<file path="src/verilog/ulm_cfg.svh">
// ulm_cfg.svh: numbers of the line and modem control block (offsets, fields, resets, counts).
// assumes it is included by bare name from the package and from every design file that needs it.
`ifndef ULM_CFG_SVH
`define ULM_CFG_SVH
// bus geometry
`define ULM_AW 12
`define ULM_IDX_RANGE 4:2
`define ULM_ADDR_HI 11:5
// register indexes, byte address is four times the index
`define ULM_IDX_DATA 3'h0
`define ULM_IDX_AUX 3'h1
`define ULM_IDX_LFC 3'h3
`define ULM_IDX_MLC 3'h4
`define ULM_IDX_STAT 3'h5
// line_format_control fields
`define ULM_LFC_LEN 1:0
`define ULM_LFC_STOP 2
`define ULM_LFC_PEN 3
`define ULM_LFC_PTYPE 5:4
`define ULM_LFC_BRK 6
`define ULM_LFC_BANK 7
// modem_line_control fields
`define ULM_MLC_DTR 0
`define ULM_MLC_RTS 1
`define ULM_MLC_AUXA 2
`define ULM_MLC_AUXB 3
`define ULM_MLC_LOOP 4
`define ULM_MLC_AFE 5
`define ULM_MLC_MASK 8'h3F
// reset values
`define ULM_LFC_RST 8'h00
`define ULM_MLC_RST 8'h00
`define ULM_DIV_RST 16'h0001
// parity codes
`define ULM_PAR_ODD 2'h0
`define ULM_PAR_EVEN 2'h1
`define ULM_PAR_MARK 2'h2
// oversampling: 16 ticks a bit
`define ULM_BIT_LAST 5'h0F
`define ULM_STOP15_LAST 5'h17
`define ULM_STOP2_LAST 5'h1F
`define ULM_RX_MID 4'h7
`define ULM_RX_LAST 4'hF
`define ULM_LEN_BASE 3'h4
// answers
`define ULM_RESP_OKAY 2'h0
`define ULM_RESP_SLVERR 2'h2
`endif

</file>
<file path="src/verilog/ulm_pkg.sv">
// ulm_pkg: types shared by the line and modem control block and its serial engines.
// assumes ulm_cfg.svh sits on the include path.
package ulm_pkg;
	`include "ulm_cfg.svh"

	// bit phases of one serial character
	typedef enum logic [2:0] {ST_IDLE, ST_START, ST_DATA, ST_PARITY, ST_STOP} ulm_bit_e;

	// character format handed to the engines
	typedef struct packed {
		logic [1:0] len;
		logic stop;
		logic pen;
		logic [1:0] ptype;
		logic brk;
	} ulm_fmt_s;

	typedef struct packed {
		ulm_bit_e st;
		logic [4:0] cnt;
		logic [2:0] idx;
		logic [7:0] shift;
		logic line;
	} ulm_tx_s;

	typedef struct packed {
		ulm_bit_e st;
		logic [3:0] cnt;
		logic [2:0] idx;
		logic [7:0] data;
		logic valid;
	} ulm_rx_s;

	typedef struct packed {
		logic [7:0] lfc;
		logic [7:0] mlc;
		logic [15:0] div;
		logic [15:0] bcnt;
		logic tick;
		logic [7:0] thr;
		logic thr_full;
		logic tx_start;
		logic [7:0] rbr;
		logic rbr_ready;
		logic overrun;
		logic aw_got;
		logic [`ULM_AW-1:0] aw_addr;
		logic w_got;
		logic [7:0] wdata;
		logic wstrb0;
		logic bvalid;
		logic [1:0] bresp;
		logic rvalid;
		logic [31:0] rdata;
		logic [1:0] rresp;
	} ulm_top_s;
endpackage : ulm_pkg

</file>
<file path="src/verilog/ulm_tx.sv">
// ulm_tx: serial character transmitter with 16x oversampling ticks.
// assumes a one-cycle tick enable and a start pulse given only while idle.
`timescale 1ns/1ps
`include "ulm_cfg.svh"
module ulm_tx (
	// clock and reset
	input wire logic i_clk,
	input wire logic i_rst,
	// control
	input wire logic i_tick,
	input wire logic i_start,
	input wire logic [7:0] i_data,
	input wire ulm_pkg::ulm_fmt_s i_fmt,
	// line and state
	output logic o_txd,
	output logic o_busy
);
	import ulm_pkg::*;
	ulm_tx_s s_q, s_d;
	logic [2:0] idx_last;
	logic [4:0] stop_last;
	logic [7:0] mask;
	logic par;

	// next state of the bit sequencer
	always_comb begin
		s_d = s_q;
		idx_last = `ULM_LEN_BASE + {1'b0, i_fmt.len};
		stop_last = !i_fmt.stop ? `ULM_BIT_LAST : (i_fmt.len == 2'h0) ? `ULM_STOP15_LAST : `ULM_STOP2_LAST;
		mask = 8'(8'hFF >> (2'h3 - i_fmt.len));
		case (i_fmt.ptype)
			`ULM_PAR_ODD: par = ~^(s_q.shift & mask);
			`ULM_PAR_EVEN: par = ^(s_q.shift & mask);
			`ULM_PAR_MARK: par = 1'b1;
			default: par = 1'b0;
		endcase
		case (s_q.st)
			ST_IDLE: begin
				if (i_start) begin
					s_d.shift = i_data;
					s_d.st = ST_START;
					s_d.cnt = 5'h00;
				end
			end
			ST_START, ST_DATA, ST_PARITY: begin
				if (i_tick) begin
					s_d.cnt = s_q.cnt + 5'h01;
					if (s_q.cnt == `ULM_BIT_LAST) begin
						s_d.cnt = 5'h00;
						if (s_q.st == ST_START) begin
							s_d.st = ST_DATA;
							s_d.idx = 3'h0;
						end else if (s_q.st == ST_DATA && s_q.idx != idx_last) begin
							s_d.idx = s_q.idx + 3'h1;
						end else if (s_q.st == ST_DATA && i_fmt.pen) begin
							s_d.st = ST_PARITY;
						end else begin
							s_d.st = ST_STOP;
						end
					end
				end
			end
			ST_STOP: begin
				if (i_tick) begin
					s_d.cnt = s_q.cnt + 5'h01;
					if (s_q.cnt == stop_last)
						s_d.st = ST_IDLE;
				end
			end
			default: s_d.st = ST_IDLE;
		endcase
		// line level follows the phase entered; break wins over all
		case (s_d.st)
			ST_START: s_d.line = 1'b0;
			ST_DATA: s_d.line = s_d.shift[s_d.idx];
			ST_PARITY: s_d.line = par;
			default: s_d.line = 1'b1;
		endcase
		if (i_fmt.brk)
			s_d.line = 1'b0;
	end

	// state register
	always_ff @(posedge i_clk or posedge i_rst) begin
		if (i_rst)
			s_q <= '{st: ST_IDLE, cnt: 5'h00, idx: 3'h0, shift: 8'h00, line: 1'b1};
		else
			s_q <= s_d;
	end

	assign o_txd = s_q.line;
	assign o_busy = (s_q.st != ST_IDLE);
endmodule : ulm_tx

</file>
<file path="src/verilog/ulm_rx.sv">
// ulm_rx: serial character receiver, samples mid-bit on 16x ticks, one stop bit checked.
// assumes the line input is already synchronous to the clock.
`timescale 1ns/1ps
`include "ulm_cfg.svh"
module ulm_rx (
	// clock and reset
	input wire logic i_clk,
	input wire logic i_rst,
	// line
	input wire logic i_tick,
	input wire logic i_rxd,
	input wire ulm_pkg::ulm_fmt_s i_fmt,
	// character out
	output logic o_valid,
	output logic [7:0] o_data
);
	import ulm_pkg::*;
	ulm_rx_s s_q, s_d;

	// next state of the sampler
	always_comb begin
		s_d = s_q;
		s_d.valid = 1'b0;
		if (i_tick) begin
			s_d.cnt = s_q.cnt + 4'h1;
			case (s_q.st)
				ST_IDLE: begin
					s_d.cnt = 4'h0;
					if (!i_rxd) begin
						s_d.st = ST_START;
						s_d.data = 8'h00;
					end
				end
				ST_START: begin
					// glitch shorter than half a bit is dropped
					if (s_q.cnt == `ULM_RX_MID) begin
						s_d.cnt = 4'h0;
						s_d.idx = 3'h0;
						s_d.st = i_rxd ? ST_IDLE : ST_DATA;
					end
				end
				ST_DATA: begin
					if (s_q.cnt == `ULM_RX_LAST) begin
						s_d.data[s_q.idx] = i_rxd;
						s_d.idx = s_q.idx + 3'h1;
						if (s_q.idx == `ULM_LEN_BASE + {1'b0, i_fmt.len})
							s_d.st = i_fmt.pen ? ST_PARITY : ST_STOP;
					end
				end
				ST_PARITY: begin
					if (s_q.cnt == `ULM_RX_LAST)
						s_d.st = ST_STOP;
				end
				ST_STOP: begin
					if (s_q.cnt == `ULM_RX_LAST) begin
						s_d.st = ST_IDLE;
						s_d.valid = i_rxd;
					end
				end
				default: s_d.st = ST_IDLE;
			endcase
		end
	end

	// state register
	always_ff @(posedge i_clk or posedge i_rst) begin
		if (i_rst)
			s_q <= '{st: ST_IDLE, cnt: 4'h0, idx: 3'h0, data: 8'h00, valid: 1'b0};
		else
			s_q <= s_d;
	end

	assign o_valid = s_q.valid;
	assign o_data = s_q.data;
endmodule : ulm_rx

</file>
<file path="src/verilog/ulm_top.sv">
// ulm_top: line and modem control of one serial channel, registers on an AXI4-Lite slave.
// assumes one 100 MHz clock, synchronous pin inputs and an AXI4-Lite master with one
// write and one read under way at most.
`timescale 1ns/1ps
`include "ulm_cfg.svh"
module ulm_top (
	// clock and reset
	input wire logic I_CLOCK,
	input wire logic I_RST,
	// axi4-lite write address and data
	input wire logic I_AXI_AWVALID,
	output logic O_AXI_AWREADY,
	input wire logic [11:0] I_AXI_AWADDR,
	input wire logic I_AXI_WVALID,
	output logic O_AXI_WREADY,
	input wire logic [31:0] I_AXI_WDATA,
	input wire logic [3:0] I_AXI_WSTRB,
	// axi4-lite write response
	output logic O_AXI_BVALID,
	input wire logic I_AXI_BREADY,
	output logic [1:0] O_AXI_BRESP,
	// axi4-lite read
	input wire logic I_AXI_ARVALID,
	output logic O_AXI_ARREADY,
	input wire logic [11:0] I_AXI_ARADDR,
	output logic O_AXI_RVALID,
	input wire logic I_AXI_RREADY,
	output logic [31:0] O_AXI_RDATA,
	output logic [1:0] O_AXI_RRESP,
	// serial line
	output logic O_TXD,
	input wire logic I_RXD,
	// modem outputs, DTR and RTS active low at the pin, aux outputs active high
	output logic O_DTR_N,
	output logic O_RTS_N,
	output logic O_AUX_OUT_A,
	output logic O_AUX_OUT_B,
	// modem inputs, active low at the pin
	input wire logic I_CTS_N,
	input wire logic I_DSR_N,
	input wire logic I_RI_N,
	input wire logic I_DCD_N
);
	import ulm_pkg::*;

	ulm_top_s s_q, s_d;
	ulm_fmt_s fmt;
	logic tx_txd;
	logic tx_busy;
	logic rx_valid;
	logic [7:0] rx_data;
	logic loop_on;
	logic afe_on;
	logic auto_rts;
	logic cts_eff;
	logic dsr_eff;
	logic ri_eff;
	logic dcd_eff;
	logic rxd_src;
	logic [7:0] len_mask;
	logic [7:0] stat;

	// decoded mode bits
	assign loop_on = s_q.mlc[`ULM_MLC_LOOP];
	assign afe_on = s_q.mlc[`ULM_MLC_AFE];
	assign auto_rts = afe_on && s_q.mlc[`ULM_MLC_RTS];

	// character format from line_format_control
	assign fmt.len = s_q.lfc[`ULM_LFC_LEN];
	assign fmt.stop = s_q.lfc[`ULM_LFC_STOP];
	assign fmt.pen = s_q.lfc[`ULM_LFC_PEN];
	assign fmt.ptype = s_q.lfc[`ULM_LFC_PTYPE];
	assign fmt.brk = s_q.lfc[`ULM_LFC_BRK];
	assign len_mask = 8'(8'hFF >> (2'h3 - fmt.len));

	// modem input paths; loopback turns the outputs back in
	assign cts_eff = loop_on ? s_q.mlc[`ULM_MLC_RTS] : !I_CTS_N;
	assign dsr_eff = loop_on ? s_q.mlc[`ULM_MLC_DTR] : !I_DSR_N;
	assign ri_eff = loop_on ? s_q.mlc[`ULM_MLC_AUXA] : !I_RI_N;
	assign dcd_eff = loop_on ? s_q.mlc[`ULM_MLC_AUXB] : !I_DCD_N;
	// in loopback the receiver hears our own line, the pin idles at mark
	assign rxd_src = loop_on ? tx_txd : I_RXD;

	// status word: modem inputs over the block's own state
	assign stat = {dcd_eff, ri_eff, dsr_eff, cts_eff, tx_busy, s_q.thr_full, s_q.overrun, s_q.rbr_ready};

	// serial engines
	ulm_tx u_tx (
		.i_clk(I_CLOCK),
		.i_rst(I_RST),
		.i_tick(s_q.tick),
		.i_start(s_q.tx_start),
		.i_data(s_q.thr),
		.i_fmt(fmt),
		.o_txd(tx_txd),
		.o_busy(tx_busy)
	);

	ulm_rx u_rx (
		.i_clk(I_CLOCK),
		.i_rst(I_RST),
		.i_tick(s_q.tick),
		.i_rxd(rxd_src),
		.i_fmt(fmt),
		.o_valid(rx_valid),
		.o_data(rx_data)
	);

	// next state of registers, flow control and bus slave
	always_comb begin
		s_d = s_q;

		// baud divider: one tick every div cycles, a zero divisor acts as one
		s_d.tick = 1'b0;
		if (s_q.bcnt + 16'h0001 >= s_q.div) begin
			s_d.bcnt = 16'h0000;
			s_d.tick = 1'b1;
		end else begin
			s_d.bcnt = s_q.bcnt + 16'h0001;
		end

		// hand the held character to the transmitter; auto-CTS waits for clear
		s_d.tx_start = 1'b0;
		if (s_q.thr_full && !tx_busy && !s_q.tx_start && (!afe_on || cts_eff)) begin
			s_d.tx_start = 1'b1;
			s_d.thr_full = 1'b0;
		end

		// receive side: with AFE clear the line is bypassed entirely
		if (!afe_on) begin
			if (s_d.tx_start) begin
				s_d.rbr = s_q.thr & len_mask;
				s_d.overrun = s_q.overrun || s_q.rbr_ready;
				s_d.rbr_ready = 1'b1;
			end
		end else if (rx_valid) begin
			s_d.rbr = rx_data;
			s_d.overrun = s_q.overrun || s_q.rbr_ready;
			s_d.rbr_ready = 1'b1;
		end

		// write address and data are taken in either order
		if (I_AXI_AWVALID && O_AXI_AWREADY) begin
			s_d.aw_got = 1'b1;
			s_d.aw_addr = I_AXI_AWADDR;
		end
		if (I_AXI_WVALID && O_AXI_WREADY) begin
			s_d.w_got = 1'b1;
			s_d.wdata = I_AXI_WDATA[7:0];
			s_d.wstrb0 = I_AXI_WSTRB[0];
		end

		// perform the write once both halves are in
		if (s_q.aw_got && s_q.w_got && !s_q.bvalid) begin
			s_d.aw_got = 1'b0;
			s_d.w_got = 1'b0;
			s_d.bvalid = 1'b1;
			s_d.bresp = `ULM_RESP_OKAY;
			if (s_q.aw_addr[`ULM_ADDR_HI] != 7'h00) begin
				s_d.bresp = `ULM_RESP_SLVERR;
			end else begin
				case (s_q.aw_addr[`ULM_IDX_RANGE])
					`ULM_IDX_DATA: begin
						if (s_q.wstrb0) begin
							if (s_q.lfc[`ULM_LFC_BANK]) begin
								s_d.div[7:0] = s_q.wdata;
							end else if (!s_d.thr_full) begin
								// a character written while one waits is lost
								s_d.thr = s_q.wdata;
								s_d.thr_full = 1'b1;
							end
						end
					end
					`ULM_IDX_AUX: begin
						if (s_q.wstrb0 && s_q.lfc[`ULM_LFC_BANK])
							s_d.div[15:8] = s_q.wdata;
					end
					`ULM_IDX_LFC: begin
						if (s_q.wstrb0)
							s_d.lfc = s_q.wdata;
					end
					`ULM_IDX_MLC: begin
						if (s_q.wstrb0)
							s_d.mlc = s_q.wdata & `ULM_MLC_MASK;
					end
					`ULM_IDX_STAT: begin
						// read-only, the write is accepted and dropped
					end
					default: s_d.bresp = `ULM_RESP_SLVERR;
				endcase
			end
		end
		if (s_q.bvalid && I_AXI_BREADY)
			s_d.bvalid = 1'b0;

		// read: answer one cycle after the address is taken
		if (I_AXI_ARVALID && O_AXI_ARREADY) begin
			s_d.rvalid = 1'b1;
			s_d.rresp = `ULM_RESP_OKAY;
			s_d.rdata = 32'h0000_0000;
			if (I_AXI_ARADDR[`ULM_ADDR_HI] != 7'h00) begin
				s_d.rresp = `ULM_RESP_SLVERR;
			end else begin
				case (I_AXI_ARADDR[`ULM_IDX_RANGE])
					`ULM_IDX_DATA: begin
						if (s_q.lfc[`ULM_LFC_BANK]) begin
							s_d.rdata[7:0] = s_q.div[7:0];
						end else begin
							s_d.rdata[7:0] = s_q.rbr;
							// a character arriving now keeps ready set
							if (!(rx_valid && afe_on) && !(s_d.tx_start && !afe_on))
								s_d.rbr_ready = 1'b0;
						end
					end
					`ULM_IDX_AUX: begin
						if (s_q.lfc[`ULM_LFC_BANK])
							s_d.rdata[7:0] = s_q.div[15:8];
					end
					`ULM_IDX_LFC: s_d.rdata[7:0] = s_q.lfc;
					`ULM_IDX_MLC: s_d.rdata[7:0] = s_q.mlc;
					`ULM_IDX_STAT: begin
						s_d.rdata[7:0] = stat;
						// overrun clears on read unless a new one lands this cycle
						if (!(s_d.overrun && !s_q.overrun) && !(s_q.overrun && s_q.rbr_ready &&
							((rx_valid && afe_on) || (s_d.tx_start && !afe_on))))
							s_d.overrun = 1'b0;
					end
					default: s_d.rresp = `ULM_RESP_SLVERR;
				endcase
			end
		end
		if (s_q.rvalid && I_AXI_RREADY)
			s_d.rvalid = 1'b0;
	end

	// single state register of the block
	always_ff @(posedge I_CLOCK or posedge I_RST) begin
		if (I_RST) begin
			s_q <= '0;
			s_q.lfc <= `ULM_LFC_RST;
			s_q.mlc <= `ULM_MLC_RST;
			s_q.div <= `ULM_DIV_RST;
		end else begin
			s_q <= s_d;
		end
	end

	// bus handshake: one write and one read in flight at most
	assign O_AXI_AWREADY = !s_q.aw_got && !s_q.bvalid;
	assign O_AXI_WREADY = !s_q.w_got && !s_q.bvalid;
	assign O_AXI_BVALID = s_q.bvalid;
	assign O_AXI_BRESP = s_q.bresp;
	assign O_AXI_ARREADY = !s_q.rvalid;
	assign O_AXI_RVALID = s_q.rvalid;
	assign O_AXI_RDATA = s_q.rdata;
	assign O_AXI_RRESP = s_q.rresp;

	// modem and line pins
	assign O_TXD = loop_on ? 1'b1 : tx_txd;
	// a set control bit pulls its pin low, a clear bit leaves it high
	assign O_DTR_N = !s_q.mlc[`ULM_MLC_DTR];
	// auto-RTS asks for data only while the receive holding register is free
	assign O_RTS_N = auto_rts ? s_q.rbr_ready : !s_q.mlc[`ULM_MLC_RTS];
	assign O_AUX_OUT_A = s_q.mlc[`ULM_MLC_AUXA];
	assign O_AUX_OUT_B = s_q.mlc[`ULM_MLC_AUXB];
endmodule : ulm_top

</file>
<file path="config.mk">
export PLATFORM = sky130hd
export DESIGN_NAME = ulm_top
export DESIGN_NICKNAME = d
export VERILOG_FILES = /design/src/verilog/ulm_pkg.sv /design/src/verilog/ulm_tx.sv /design/src/verilog/ulm_rx.sv /design/src/verilog/ulm_top.sv
export VERILOG_INCLUDE_DIRS = /design/src /design/src/verilog
export SDC_FILE = /design/constraint.sdc
export NUM_CORES = 1
export LEC_CHECK = 0
export BUFFER_PORTS_ARGS = -buffer_cell sky130_fd_sc_hd__buf_2
export CORE_MARGIN = 5
export CORE_UTILIZATION = 57
export CTS_BUF_LIST = sky130_fd_sc_hd__clkbuf_16
export DETAILED_ROUTE_END_ITERATION = 7
export GPL_ROUTABILITY_DRIVEN = 0
export PLACE_DENSITY_LB_ADDON = 0.05
export SETUP_SLACK_MARGIN = 0.05
export SLEW_MARGIN = 40
export SYNTH_ARGS = -nofsm -noshare
export SYNTH_HDL_FRONTEND = slang
export SYNTH_SLANG_ARGS = --single-unit
</file>
<file path="constraint.sdc">
create_clock -name I_CLOCK -period 7.3 [get_ports I_CLOCK]
set_input_delay 0.73 -clock I_CLOCK [delete_from_list [all_inputs] [get_ports I_CLOCK]]
set_output_delay 0.73 -clock I_CLOCK [all_outputs]
set_load 0.01 [all_outputs]
</file>
==> reports/qor.txt <==
run status - complete, no violations
Die Width - 125.3 µm
routed vias/inst - 5.802
crit end category - flip-flop
instance count of the mapped netlist - 762
CP max FO - 17
max-slew violation count - 0
EDFF count, synth - 0
mapped cell area - 0.007580 mm²
hold_buf cts - 0
n_diodes - 0
first drt pass iteration count - 5
CP required - 7600 ps
Layout area overhead - 12.48%
Setup TNS - 0 ps
Most used DFF post-synth - dfrtp_1
CTS tree - done
initial antenna violation count - 0
clock-pin transition on the worst setup and hold timing paths - 60 ps
Mean Syn Cell Area - 9.947 µm²
synth top area cells - dfrtp_1, mux2_2, nand2_1
Final #Nets - 901
pin count of the biggest net entering global routing - 77
largest vdd supply drop - 0.0002110 V
Synth top area share - 45.23%
first-pass GRT wire length - 28.98 mm
CORE AREA - 0.01314 mm²
# DRC - 0
# clock sinks - 139
Worst Path Arrival - 3380 ps
Max Cap Viol - 0
dpl hpwl - 12.70 mm
vias in the first global route - 5750
Avg WL per Cell - 17.60 µm
yosys warns - 0
Layout Skew - 7.662 ps
DP Worst Slack - 4263 ps
antenna-violating nets left - 0
Synth area leader - dfrtp_1
final hold violation count - 0
sequential fraction of the synthesis area - 45.92%
WS Path Type - reg -> reg
clock buffer depth - 2
CTS HTree Levels - 4
num ports - 118
GR Util All Layers - 22.73%
commonest non-fill, non-tap cells in the layout - dfrtp_1, nand2_1, buf_2
post-layout min period - 3072 ps
Leak - 3.912 nW
RSZ-0062 raised after global routing - no
PostCTS Resize Cnt - 0
asr flop ratio synth - 100.0%
CTS Root Cell - clkbuf_16
Initial Util - 57.70%
setup violators final - 0
HP Class - in -> async
die height - 125.3 µm
FF+latch count, synth - 139
final instance area - 0.008526 mm²
TritonCTS Buffers - 17
# rows - 42
Synth cell types - 66
Relative slew margins - 51.33%
Die Area - 0.01570 mm²
total grt overflow - 0
type of origin of the critical path - flip-flop
post-CTS setup buffer count - 0
layout cells sized above 1 - 20.15%
Vias - 5773
placed cell area - 0.007871 mm²
Max Fclk - 325.5 MHz
DRT iter0 DRCs - 443
Tcrit/Tclk final - 42.09%
pwr/cell area - 286.8 mW/mm²
fin worst setup slack - 4228 ps
WL final - 17.51 mm
most common cell after layout, fill and taps aside - dfrtp_1
Worst-Skew Late Latency - 430 ps
IO buf count - 60
Slew @ Worst Pin - 730.0 ps
power by group:
| part | total [mW] | switching, mW | internal, mW |
|---|---|---|---|
| sequential | 1.03 | 0.153 | 0.879 |
| combinational | 0.469 | 0.254 | 0.215 |
| clock | 0.944 | 0.337 | 0.606 |
worst paths after layout:
path                            slack, ps                 from  depth (start not counted)                          to
worst max-delay path                 4230    s_q[84]$_DFF_PP0_                         11           s_q[81]$_DFF_PP0_
worst min register to register        480  s_q[64]$_DFFE_PP0P_                          2         s_q[64]$_DFFE_PP0P_
max in group asynchronous            5850                I_RST                          3    u_tx.s_q[13]$_DFFE_PP0P_
min in group I_CLOCK                  480  s_q[64]$_DFFE_PP0P_                          2         s_q[64]$_DFFE_PP0P_
worst min-delay path                  380                I_RST                          2  u_rx.o_data[3]$_DFFE_PP0P_
worst max register to register       4230    s_q[84]$_DFF_PP0_                         11           s_q[81]$_DFF_PP0_
flip-flops by register name (all words and copies together), names as in the netlist:
register      count
O_AUX_OUT_A       1
O_AUX_OUT_B       1
O_AXI_BRESP       1
O_AXI_BVALID      1
O_AXI_RDATA       8
O_AXI_RRESP       1
O_AXI_RVALID      1
afe_on            1
fmt               7
loop_on           1
s_q              77
u_rx.o_data       8
u_rx.o_valid      1
u_rx.s_q         10
u_tx.o_txd        1
u_tx.s_q         19
metrics by stage:
stage	util (%)	instances	power, mW	hold slack, ps
6_report	64.90	995	2.445	377.8
5_1_grt	64.90	995	2.577	425.7
4_1_cts	64.84	994	2.460	396.8
3_5_place_dp	59.91	962	1.513	463.6
3_3_place_gp	59.72	962	1.483	464.9
2_1_floorplan	-	787	1.364	432.3
synth_stat cells, drive strengths merged (21+ instances only):
cell	count
a21oi	36
buf	44
clkbuf	21
dfrtp	137
ha	23
inv	39
mux2	56
nand2	88
nand3	22
nor2	38
o21ai	54
xnor2	21
layer usage:
layer,part of all wire [%],up-vias,wire [µm],track usage [%]
met2,46,199,8016,35.21
li1,-,2759,-,-
met5,0,-,0,0
met1,46,2789,7979,31.60
met4,1.6,0,276,6.888
met3,7.1,26,1238,6.098
worst max-delay path: stages, from the launching register on:
cell	delay (ps)
dfrtp_1	420
and4_1	270
nand4_1	200
nor2_1	290
nand3_1	130
xnor2_1	210
ha_1	290
a21o_1	190
a21o_1	180
a211oi_1	240
buf_4	260
a21bo_2	270
logic make-up (layout without fill, tap and decap cells):
kind of cell	Yosys count	after routing	synth area share, %
DFF	139	139	45.92
muxes	74	74	10.70
xor gates and xnor gates	28	28	3.235
other	1	26	0.04947
adders and majority gates	23	23	3.797
buffers and inverters	104	136	7.065
and+or+nand+nor	222	222	14.58
AOI/OAI and AO/OA	171	171	14.66
area by class of cell:
class / count / area, µm²
fill: 1066 / 4612
inverter: 39 / 151.4
clock buffer: 17 / 425.4
sequential: 139 / 3481
tap: 176 / 220.2
clock inverter: 15 / 221.5
multi-input combinational: 544 / 3685
timing repair buffer: 65 / 341.6
Note: power is estimated with default switching activity, not from simulation.
